### src/verilog/qdx_pkg.sv
// qdx_pkg: register map, field positions and encodings of the quadrature decoder extension
// assumes a byte-wide register port with an eight-bit address
package qdx_pkg;
  localparam int unsigned ADDR_W = 8;
  localparam int unsigned DATA_W = 8;
  localparam int unsigned CNT_W = 10;
  localparam int unsigned CNT_LO_W = 8;
  localparam int unsigned HI_W = 2;
  localparam int unsigned PORT_W = 8;
  // control and count-high register offsets
  localparam logic [ADDR_W-1:0] ADDR_CONTROL = 8'h91;
  localparam logic [ADDR_W-1:0] ADDR_ONE_HIGH = 8'h95;
  localparam logic [ADDR_W-1:0] ADDR_TWO_HIGH = 8'h97;
  // offsets of the low-count and interrupt registers
  localparam logic [ADDR_W-1:0] ADDR_ONE_LOW = 8'h94;
  localparam logic [ADDR_W-1:0] ADDR_TWO_LOW = 8'h96;
  localparam logic [ADDR_W-1:0] ADDR_IRQ_STATUS = 8'h98;
  localparam logic [ADDR_W-1:0] ADDR_IRQ_MASK = 8'h99;
  // control fields
  localparam int unsigned CTL_SEL_TWO_HI = 7;
  localparam int unsigned CTL_SEL_TWO_LO = 6;
  localparam int unsigned CTL_WIDE_BIT = 5;
  localparam int unsigned CTL_RSVD_BIT = 4;
  localparam int unsigned CTL_SEL_ONE_HI = 3;
  localparam int unsigned CTL_SEL_ONE_LO = 2;
  localparam int unsigned CTL_PRIO_HI = 1;
  localparam int unsigned CTL_PRIO_LO = 0;
  localparam logic [DATA_W-1:0] CTL_RESET = 8'h00;
  // input select codes
  localparam logic [1:0] SEL_OFF = 2'h0;
  localparam logic [1:0] SEL_LOW_PINS = 2'h2;
  localparam logic [1:0] SEL_HIGH_PINS = 2'h3;
  // port pin numbers, phase a is the higher pin of each pair
  localparam int unsigned PIN_ONE_LOW_A = 1;
  localparam int unsigned PIN_ONE_LOW_B = 0;
  localparam int unsigned PIN_ONE_HIGH_A = 5;
  localparam int unsigned PIN_ONE_HIGH_B = 4;
  localparam int unsigned PIN_TWO_LOW_A = 3;
  localparam int unsigned PIN_TWO_LOW_B = 2;
  localparam int unsigned PIN_TWO_HIGH_A = 7;
  localparam int unsigned PIN_TWO_HIGH_B = 6;
  // interrupt status bits
  localparam int unsigned IRQ_ONE_WRAP = 0;
  localparam int unsigned IRQ_TWO_WRAP = 1;
  localparam int unsigned IRQ_W = 2;
  localparam logic [1:0] PRIO_OFF = 2'h0;
  localparam logic [CNT_W-1:0] CNT_RESET = 10'h000;
endpackage
### src/verilog/qdx_decoder.sv
// qdx_decoder: two quadrature decoders with 8/10-bit counters, high-bit latch and register port
// assumes port pins are synchronous to i_ref_clk and a one-cycle read/write strobe master
`timescale 1ns/1ps

module qdx_decoder (
  input wire logic i_ref_clk,
  input wire logic i_arst_n,
  input wire logic [qdx_pkg::PORT_W-1:0] i_port_pins,
  input wire logic [qdx_pkg::ADDR_W-1:0] i_addr,
  input wire logic [qdx_pkg::DATA_W-1:0] i_wdata,
  input wire logic i_wr,
  input wire logic i_rd,
  output logic [qdx_pkg::DATA_W-1:0] o_rdata,
  output logic o_irq,
  output logic [1:0] o_irq_prio
);

  typedef enum logic [1:0] {QDX_HOLD, QDX_UP, QDX_DOWN} qdx_step_e;

  logic [qdx_pkg::DATA_W-1:0] control_reg;
  logic [qdx_pkg::CNT_W-1:0] count_one_reg;
  logic [qdx_pkg::CNT_W-1:0] count_two_reg;
  logic [1:0] phase_one_reg;
  logic [1:0] phase_two_reg;
  logic [1:0] sel_one_prev_reg;
  logic [1:0] sel_two_prev_reg;
  logic held_one_reg;
  logic held_two_reg;
  logic [qdx_pkg::HI_W-1:0] latch_one_reg;
  logic [qdx_pkg::HI_W-1:0] latch_two_reg;
  logic [qdx_pkg::IRQ_W-1:0] status_reg;
  logic [qdx_pkg::IRQ_W-1:0] mask_reg;
  logic [qdx_pkg::DATA_W-1:0] rdata_next;
  logic [1:0] sel_one;
  logic [1:0] sel_two;
  logic [1:0] phase_one;
  logic [1:0] phase_two;
  logic wide;
  qdx_step_e step_one;
  qdx_step_e step_two;
  logic [qdx_pkg::CNT_W-1:0] count_one_next;
  logic [qdx_pkg::CNT_W-1:0] count_two_next;
  logic wrap_one;
  logic wrap_two;
  logic [qdx_pkg::IRQ_W-1:0] wrap_events;

  // pick the phase pair for a decoder; disabled or reserved codes give a steady zero pair
  function automatic logic [1:0] pick_pins(input logic [1:0] sel, input logic [1:0] low_pair,
                                           input logic [1:0] high_pair);
    logic [1:0] pair;
    pair = 2'h0;
    case (sel)
      qdx_pkg::SEL_LOW_PINS: pair = low_pair;
      qdx_pkg::SEL_HIGH_PINS: pair = high_pair;
      default: pair = 2'h0;
    endcase
    return pair;
  endfunction

  // gray-code direction; a double jump is invalid and ignored
  function automatic qdx_step_e decode_step(input logic [1:0] prev, input logic [1:0] cur);
    qdx_step_e st;
    st = QDX_HOLD;
    case ({prev, cur})
      4'h1, 4'h7, 4'hE, 4'h8: st = QDX_UP;
      4'h2, 4'hB, 4'hD, 4'h4: st = QDX_DOWN;
      default: st = QDX_HOLD;
    endcase
    return st;
  endfunction

  // advance a counter and wrap it at the selected width
  function automatic logic [qdx_pkg::CNT_W:0] advance(input logic [qdx_pkg::CNT_W-1:0] cnt,
                                                     input qdx_step_e st, input logic wide_mode);
    logic [qdx_pkg::CNT_W-1:0] nxt;
    logic wrapped;
    nxt = cnt;
    wrapped = 1'b0;
    case (st)
      QDX_UP: begin
        nxt = cnt + 10'h001;
        wrapped = wide_mode ? (cnt == 10'h3FF) : (cnt[qdx_pkg::CNT_LO_W-1:0] == 8'hFF);
      end
      QDX_DOWN: begin
        nxt = cnt - 10'h001;
        wrapped = wide_mode ? (cnt == 10'h000) : (cnt[qdx_pkg::CNT_LO_W-1:0] == 8'h00);
      end
      default: nxt = cnt;
    endcase
    if (!wide_mode) begin
      nxt[qdx_pkg::CNT_W-1:qdx_pkg::CNT_LO_W] = 2'h0;
    end
    return {wrapped, nxt};
  endfunction

  assign sel_one = control_reg[qdx_pkg::CTL_SEL_ONE_HI:qdx_pkg::CTL_SEL_ONE_LO];
  assign sel_two = control_reg[qdx_pkg::CTL_SEL_TWO_HI:qdx_pkg::CTL_SEL_TWO_LO];
  assign wide = control_reg[qdx_pkg::CTL_WIDE_BIT];

  assign phase_one = pick_pins(sel_one,
    {i_port_pins[qdx_pkg::PIN_ONE_LOW_A], i_port_pins[qdx_pkg::PIN_ONE_LOW_B]},
    {i_port_pins[qdx_pkg::PIN_ONE_HIGH_A], i_port_pins[qdx_pkg::PIN_ONE_HIGH_B]});
  assign phase_two = pick_pins(sel_two,
    {i_port_pins[qdx_pkg::PIN_TWO_LOW_A], i_port_pins[qdx_pkg::PIN_TWO_LOW_B]},
    {i_port_pins[qdx_pkg::PIN_TWO_HIGH_A], i_port_pins[qdx_pkg::PIN_TWO_HIGH_B]});

  // a select change re-seeds the phase history, so the pin swap is not seen as motion
  assign step_one = (sel_one != sel_one_prev_reg) ? QDX_HOLD : decode_step(phase_one_reg, phase_one);
  assign step_two = (sel_two != sel_two_prev_reg) ? QDX_HOLD : decode_step(phase_two_reg, phase_two);
  assign {wrap_one, count_one_next} = advance(count_one_reg, step_one, wide);
  assign {wrap_two, count_two_next} = advance(count_two_reg, step_two, wide);

  always_ff @(posedge i_ref_clk or negedge i_arst_n) begin
    if (!i_arst_n) begin
      control_reg <= qdx_pkg::CTL_RESET;
    end else if (i_wr && i_addr == qdx_pkg::ADDR_CONTROL) begin
      control_reg <= i_wdata;
    end
  end

  always_ff @(posedge i_ref_clk or negedge i_arst_n) begin
    if (!i_arst_n) begin
      phase_one_reg <= 2'h0;
      phase_two_reg <= 2'h0;
      sel_one_prev_reg <= qdx_pkg::SEL_OFF;
      sel_two_prev_reg <= qdx_pkg::SEL_OFF;
      count_one_reg <= qdx_pkg::CNT_RESET;
      count_two_reg <= qdx_pkg::CNT_RESET;
    end else begin
      phase_one_reg <= phase_one;
      phase_two_reg <= phase_two;
      sel_one_prev_reg <= sel_one;
      sel_two_prev_reg <= sel_two;
      count_one_reg <= count_one_next;
      count_two_reg <= count_two_next;
    end
  end

  // high-bit holding latches
  always_ff @(posedge i_ref_clk or negedge i_arst_n) begin
    if (!i_arst_n) begin
      held_one_reg <= 1'b0;
      held_two_reg <= 1'b0;
      latch_one_reg <= 2'h0;
      latch_two_reg <= 2'h0;
    end else if (i_rd) begin
      if (i_addr == qdx_pkg::ADDR_ONE_LOW) begin
        held_one_reg <= 1'b1;
        latch_one_reg <= count_one_reg[qdx_pkg::CNT_W-1:qdx_pkg::CNT_LO_W];
      end
      if (i_addr == qdx_pkg::ADDR_ONE_HIGH) begin
        held_one_reg <= 1'b0;
      end
      if (i_addr == qdx_pkg::ADDR_TWO_LOW) begin
        held_two_reg <= 1'b1;
        latch_two_reg <= count_two_reg[qdx_pkg::CNT_W-1:qdx_pkg::CNT_LO_W];
      end
      if (i_addr == qdx_pkg::ADDR_TWO_HIGH) begin
        held_two_reg <= 1'b0;
      end
    end
  end

  assign wrap_events = {wrap_two, wrap_one};

  // sticky status: set wins over a write-one clear in the same cycle
  always_ff @(posedge i_ref_clk or negedge i_arst_n) begin
    if (!i_arst_n) begin
      status_reg <= '0;
      mask_reg <= '0;
    end else begin
      if (i_wr && i_addr == qdx_pkg::ADDR_IRQ_MASK) begin
        mask_reg <= i_wdata[qdx_pkg::IRQ_W-1:0];
      end
      if (i_wr && i_addr == qdx_pkg::ADDR_IRQ_STATUS) begin
        status_reg <= (status_reg & ~i_wdata[qdx_pkg::IRQ_W-1:0]) | wrap_events;
      end else begin
        status_reg <= status_reg | wrap_events;
      end
    end
  end

  // priority 00 keeps the line quiet whatever the status holds
  assign o_irq = (|(status_reg & mask_reg)) &&
                 (control_reg[qdx_pkg::CTL_PRIO_HI:qdx_pkg::CTL_PRIO_LO] != qdx_pkg::PRIO_OFF);
  assign o_irq_prio = control_reg[qdx_pkg::CTL_PRIO_HI:qdx_pkg::CTL_PRIO_LO];

  always_comb begin
    rdata_next = '0;
    case (i_addr)
      qdx_pkg::ADDR_CONTROL: rdata_next = control_reg;
      qdx_pkg::ADDR_ONE_LOW: rdata_next = count_one_reg[qdx_pkg::CNT_LO_W-1:0];
      qdx_pkg::ADDR_TWO_LOW: rdata_next = count_two_reg[qdx_pkg::CNT_LO_W-1:0];
      qdx_pkg::ADDR_ONE_HIGH: rdata_next = {6'h00, held_one_reg ? latch_one_reg :
                                            count_one_reg[qdx_pkg::CNT_W-1:qdx_pkg::CNT_LO_W]};
      qdx_pkg::ADDR_TWO_HIGH: rdata_next = {6'h00, held_two_reg ? latch_two_reg :
                                            count_two_reg[qdx_pkg::CNT_W-1:qdx_pkg::CNT_LO_W]};
      qdx_pkg::ADDR_IRQ_STATUS: rdata_next = {6'h00, status_reg};
      qdx_pkg::ADDR_IRQ_MASK: rdata_next = {6'h00, mask_reg};
      default: rdata_next = '0;
    endcase
  end

  // read data stands only in the cycle after the strobe
  always_ff @(posedge i_ref_clk or negedge i_arst_n) begin
    if (!i_arst_n) begin
      o_rdata <= '0;
    end else begin
      o_rdata <= i_rd ? rdata_next : '0;
    end
  end
endmodule // qdx_decoder

### config.mk
export PLATFORM = sky130hd
export DESIGN_NAME = qdx_decoder
export DESIGN_NICKNAME = d
export VERILOG_FILES = /design/src/verilog/qdx_pkg.sv /design/src/verilog/qdx_decoder.sv
export SDC_FILE = /design/constraint.sdc
export NUM_CORES = 1
export LEC_CHECK = 0
export BUFFER_PORTS_ARGS = -buffer_cell sky130_fd_sc_hd__buf_2
export CAP_MARGIN = 20
export CORE_MARGIN = 2
export CORE_UTILIZATION = 45
export DETAILED_ROUTE_END_ITERATION = 10
export PLACE_DENSITY_LB_ADDON = 0.05
export SETUP_SLACK_MARGIN = 0.4
export SLEW_MARGIN = 20
export SYNTH_ARGS = -nofsm -noshare
export SYNTH_HDL_FRONTEND = slang
export SYNTH_SLANG_ARGS = --single-unit
### constraint.sdc
create_clock -name i_ref_clk -period 3.5 [get_ports i_ref_clk]
set_input_delay 0.35 -clock i_ref_clk [delete_from_list [all_inputs] [get_ports i_ref_clk]]
set_output_delay 0.35 -clock i_ref_clk [all_outputs]
set_load 0.1 [all_outputs]
Word level (Yosys, flattened, before mapping). Memory sizes are Yosys's and may differ from the RTL's. Cells that the tools add are included.

Bits in read-only memories: 64. Output and inout bits: 11. Memories kept: 2. Bits in registers: 54.

Memory list: (no name shown) (words 16, width 2, read ports 1, clocked after Yosys merged registers in 0, wr ports 0, line qdx_decoder.sv:64) `case ({prev, cur})`; (no name shown) (words 16, width 2, read ports 1, clocked after Yosys merged registers in 0, wr ports 0, line qdx_decoder.sv:64).

Bitwise operators: 5. Muxes and demuxes: 23. $add $sub $neg: 4. Eq/ne operators: 23. Reductions and logical operators: 18.

Operators by type and width (count): $eq 8x8->1 const B (9); $pmux 8 s7 (1); $pmux 10 s2 (2); $add 10x1->10 const B (2); $eq 10x10->1 const B (2); $logic_not 10->1 (2); $sub 10x1->10 const B (2); $logic_not 8->1 (2); $mux 2 (7); $eq 2x2->1 const B (6); $reduce_bool 2->1 (5); $mux 1 (8); $mux 8 (1); $pmux 2 s2 (2); $reduce_and 2->1 (4); $ne 3x1->1 const B (2); $and 2x2->2 (2); $eq 2x1->1 const B (2); $logic_and 1x1->1 (4); $ne 2x2->1 (2); $or 2x2->2 (2); $pmux 1 s2 (2); $not 2->2 (1); $reduce_or 2->1 (1).

Logic depth before layout (Yosys ltp). An unclocked memory read counts as a cell.

Depth after elaboration: 8. Gate-level depth with buffers: 14. Gate-level depth less buffers: 14.

Worst setup path before layout. OpenSTA, ideal clock, no wires.

Kind: register -> register. From: reg control_reg[6] (netlist name). To: reg count_two_reg[7] (netlist name). Stages on the path, launching flop included: 14. Setup time: 0.135 ns. Arrival time: 2.975 ns. Setup slack: 0.390 ns. Clock period less this slack: 3.110 ns. Required time: 3.365 ns. Cell sequence: dfrtp_1 mux2_2 nand2_1 xor2_1 nand3_1 inv_1 ha_1 ha_1 a211o_1 a21o_1 a211o_1 a31oi_1 xor2_1 o21ai_0.

Longest elaborated chain between the ends: 6. Elaborated cells between the ends (all ways): 10. Those cells by class: eq/ne: 5; mux: 3; reduce/logical: 1; memory: 1.

RTL lines: start, declared (line qdx_decoder.sv:20) `logic [qdx_pkg::DATA_W-1:0] control_reg;`; start signal, assigned (line qdx_decoder.sv:115) `control_reg <= qdx_pkg::CTL_RESET;`; start signal, assigned (line qdx_decoder.sv:117) `control_reg <= i_wdata;`; $eq 2x2->1 (line qdx_decoder.sv:52) `case (sel)`; $pmux 2 s2 (line qdx_decoder.sv:52); $mem_v2 16x2; $mux 2 (*) (line qdx_decoder.sv:109) `assign step_two = (sel_two != sel_two_prev_reg) ? QDX_HOLD : decode_step(phase_two_reg, phase_two);`; $eq 2x2->1 / $eq 2x1->1 (equally long branches) (line qdx_decoder.sv:79) `case (st)`; $pmux 10 s2 / $reduce_bool 2->1 (equally long branches); end signal, assigned (line qdx_decoder.sv:128) `count_two_reg <= qdx_pkg::CNT_RESET;`; end signal, assigned (line qdx_decoder.sv:135) `count_two_reg <= count_two_next;`; end, declared (line qdx_decoder.sv:22) `logic [qdx_pkg::CNT_W-1:0] count_two_reg;`.

Every way passes the cells marked *; elsewhere a longest branch is shown, timed or not. A chain may end at the register's enable or synchronous reset.

Worst setup path after layout.
From: reg control_reg[6] (netlist name). To: reg count_two_reg[8] (netlist name).

Longest elaborated chain between the ends: 7. Elaborated cells between the ends (all ways): 11. Those cells by class: eq/ne: 6; mux: 4; memory: 1.

RTL lines: $eq 2x2->1 (line qdx_decoder.sv:52); $pmux 2 s2 (line qdx_decoder.sv:52); $mem_v2 16x2; $mux 2 (*) (line qdx_decoder.sv:109); $eq 2x2->1 / $eq 2x1->1 (equally long branches) (line qdx_decoder.sv:79); $pmux 10 s2 (line qdx_decoder.sv:79); $mux 2 (line qdx_decoder.sv:90) `if (!wide_mode) begin`.

Marks and branches as above.

==> impl_metrics.tcl <==
set metrics [dict create \
    status "completed" \
    worstReg2RegStart "control_reg[6]$_DFFE_PN0P_" \
    rows 31 \
    yosys.area.top_type "dfrtp_1" \
    synthXorXnorAreaFrac_pct 6.75 \
    portBuffers 38 \
    dr_total_vias 2676 \
    syn_inst 343 \
    utilization_pct 54.6 \
    gp_congestion 0.848 \
    core_um2 7250 \
    dr.first_iter.drc_count 171 \
    start_kind "register" \
    dpl.cell_count 474 \
    critPathLaunch "control_reg[6]$_DFFE_PN0P_" \
    setup_viol 0 \
    synth_area_um2 3370 \
    worstPathRequired_ns 3.70 \
    min_period_ns 3.01 \
    crit_fanout 5 \
    grt_util_all_layers_pct 20.1 \
    end_kind "register" \
    synth_compound_area_share_pct 16.8 \
    cts_buffers 5 \
    synthMuxAreaShare_pct 8.79 \
    path_class "reg2reg" \
    ios 39 \
    fin_crit_sh_pct 86.0 \
    dr.pass1.iters 4 \
    grt_first_pass_wirelength_um 13300 \
    ys_top_cells_by_area "dfrtp_1 (40%), ha_1 (7.4%), mux2_2 (7.0%)" \
    nNetsFinal 440 \
    final_max_slew_viol_count 0 \
    totalWireLength_um 8000 \
    ant_nets 0 \
    fmax_mhz 332 \
    antenna_found_initial 0 \
    place_worst_setup_slack_ns 0.222 \
    synthAdderAreaFrac_pct 8.61 \
    die_y_um 90.6 \
    slew_headroom_pct 42.4 \
    avgSynthCellArea_um2 9.83 \
    ir_worst_vdd_mv 0.215 \
    dieWidth_um 90.6 \
    finalNonFillerCells 490 \
    syn-num-nets 393 \
    insertion_delay_ns 0.31 \
    cts_buffer_depth 2 \
    cp.arrival_ns 3.21 \
    grt_max_degree 38 \
    ys_warn_count 0 \
    stdcell_area_um2 3960 \
    cts_num_sinks 54 \
    synth_top_cell_area_share_pct 40.1 \
    place_area_um2 3670 \
    ys_seq_elements 54 \
    htreeDepth 2 \
    finalHoldViolCount 0 \
    maxCapViolCount 0 \
    start_util_pct 46.5 \
    dp_hpwl_um 5640 \
    die_area_um2 8200 \
    hold_buffers 0 \
    worstHoldPathType "in2async" \
    drcViolationCount 0 \
    worst_slew_pin_slew_ns 0.864 \
    rsz0062_at_grt "yes" \
    wl_per_cell_um 16.3 \
    syn_to_final_growth_pct 17.3 \
    drive_above_1_share_pct 27.4 \
    setup_slack_ns 0.491 \
    p_leak_nw 1.87 \
    path_clk_slew_ns 0.10 \
    finClkSkew_ns 0.00980 \
    vias_per_cell 5.46 \
    antennaDiodeCount 0 \
    synth_top_family_by_area "compound AO/OA/AOI/OAI gates" \
    grt-ovfl-total 0 \
    cts_tree "built" \
    ys_seq_area_share_pct 40.1 \
    clockRootBuffer "clkbuf_8" \
    synthSimpleGateAreaFrac_pct 16.3 \
    ys_types 52 \
    power_density_nw_per_um2 418 \
    grt_pass1_vias 2651 \
    tns_ns 0 \
]
## report_power, final
group	internal [mW]	total, mW	leakage [nW]	switching (mW)
clock	0.182	0.398	0.0544	0.216
combinational	0.210	0.429	1.08	0.219
sequential	0.694	0.827	0.737	0.133
## per-layer routing
metal | share of wire [%] | global-route usage, % | routed length (µm) | up-vias
li1 | - | - | - | 1334
met1 | 50 | 30.3 | 3990 | 1272
met2 | 45 | 29.0 | 3580 | 61
met3 | 4.2 | 4.42 | 338 | 9
met4 | 1.1 | 5.64 | 90 | 0
met5 | 0 | 0 | 0 | -
## cells in the mapped netlist, drive strengths merged
cell,n
nor2,19
o31ai,2
or2,1
a32oi,1
or4b,1
nor3b,2
nand3,7
fa,2
mux2,21
a31oi,5
a222oi,6
inv,12
a21o,7
nor2b,2
a22oi,2
xor2,14
xnor2,12
a211oi,5
clkbuf,7
a21oi,10
ha,20
nand2,40
nand2b,4
and3b,2
nor4,2
o211ai,1
dfrtp,54
o22a,1
mux2i,6
and2,2
a21boi,1
buf,3
or3,2
o32ai,2
and3,2
a2111oi,1
nand3b,3
o21ai,36
or4,2
nand4,4
o41ai,2
a22o,1
nor3,9
a211o,2
o21a,3
## critical path: stages, from the launching register on
cell      delay [ns]
dfrtp_2         0.39
mux2_2          0.34
nand2_2         0.13
xor2_2          0.17
nand3_2         0.13
ha_4            0.21
fa_1            0.40
a21o_1          0.19
a211oi_1        0.28
nor2_1          0.12
o41ai_2         0.25
xor2_1          0.18
o32ai_1         0.08
## what timing repair did
item,CTS,global route
buffers inserted,2,6
resized for setup,5,21
endpoints found under the setup margin,7,6
pin swaps,1,7
cloned,0,0
## cell type report
cell class / count / area, µm²
Timing Repair Buffer: 50 / 284
Fill cell: 689 / 3300
Clock inverter: 1 / 8.76
Clock buffer: 7 / 96.3
Sequential cell: 54 / 1350
Inverter: 12 / 45.0
Tap cell: 99 / 124
Multi-Input combinational cell: 267 / 2050
## cell families after synthesis
family | Yosys count
buf+inv | 22
flops | 54
fa+ha+maj | 22
simple gates | 104
xor+xnor | 26
compound gates | 88
mux | 27
## worst paths after layout
| path | depth (start not counted) | to | slack [ns] |
|---|---|---|---|
| max reg2reg | 12 | count_two_reg[8]$_DFFE_PN0P_ | 0.49 |
| min reg2reg | 1 | latch_one_reg[1]$_DFFE_PN0P_ | 0.52 |
| min in group i_ref_clk | 2 | control_reg[4]$_DFFE_PN0P_ | 0.26 |
| max | 12 | count_two_reg[8]$_DFFE_PN0P_ | 0.49 |
| max in group asynchronous | 2 | latch_one_reg[0]$_DFFE_PN0P_ | 2.57 |
| min | 1 | control_reg[0]$_DFFE_PN0P_ | 0.14 |
## metrics by stage
| stage | total power [mW] | hold slack (ns) |
|---|---|---|
| after floorplan | 1.10 | 0.0544 |
| after global placement | 1.23 | 0.482 |
| after detailed placement | 1.23 | 0.495 |
| after CTS | 1.64 | 0.171 |
| after global routing | 1.77 | 0.207 |
| final | 1.65 | 0.139 |
## cells in the final DEF (no fill, tap or decap), drive strengths merged, types with 3 or more instances in the layout
cell type	n
a211oi	5
a21o	7
a21oi	10
a222oi	6
a31oi	5
buf	50
clkbuf	7
dfrtp	54
ha	20
inv	12
mux2	21
mux2i	6
nand2	40
nand2b	4
nand3	7
nand3b	3
nand4	4
nor2	19
nor3	9
o21a	3
o21ai	36
xnor2	12
xor2	14
Power figures use the tool's default switching activity.
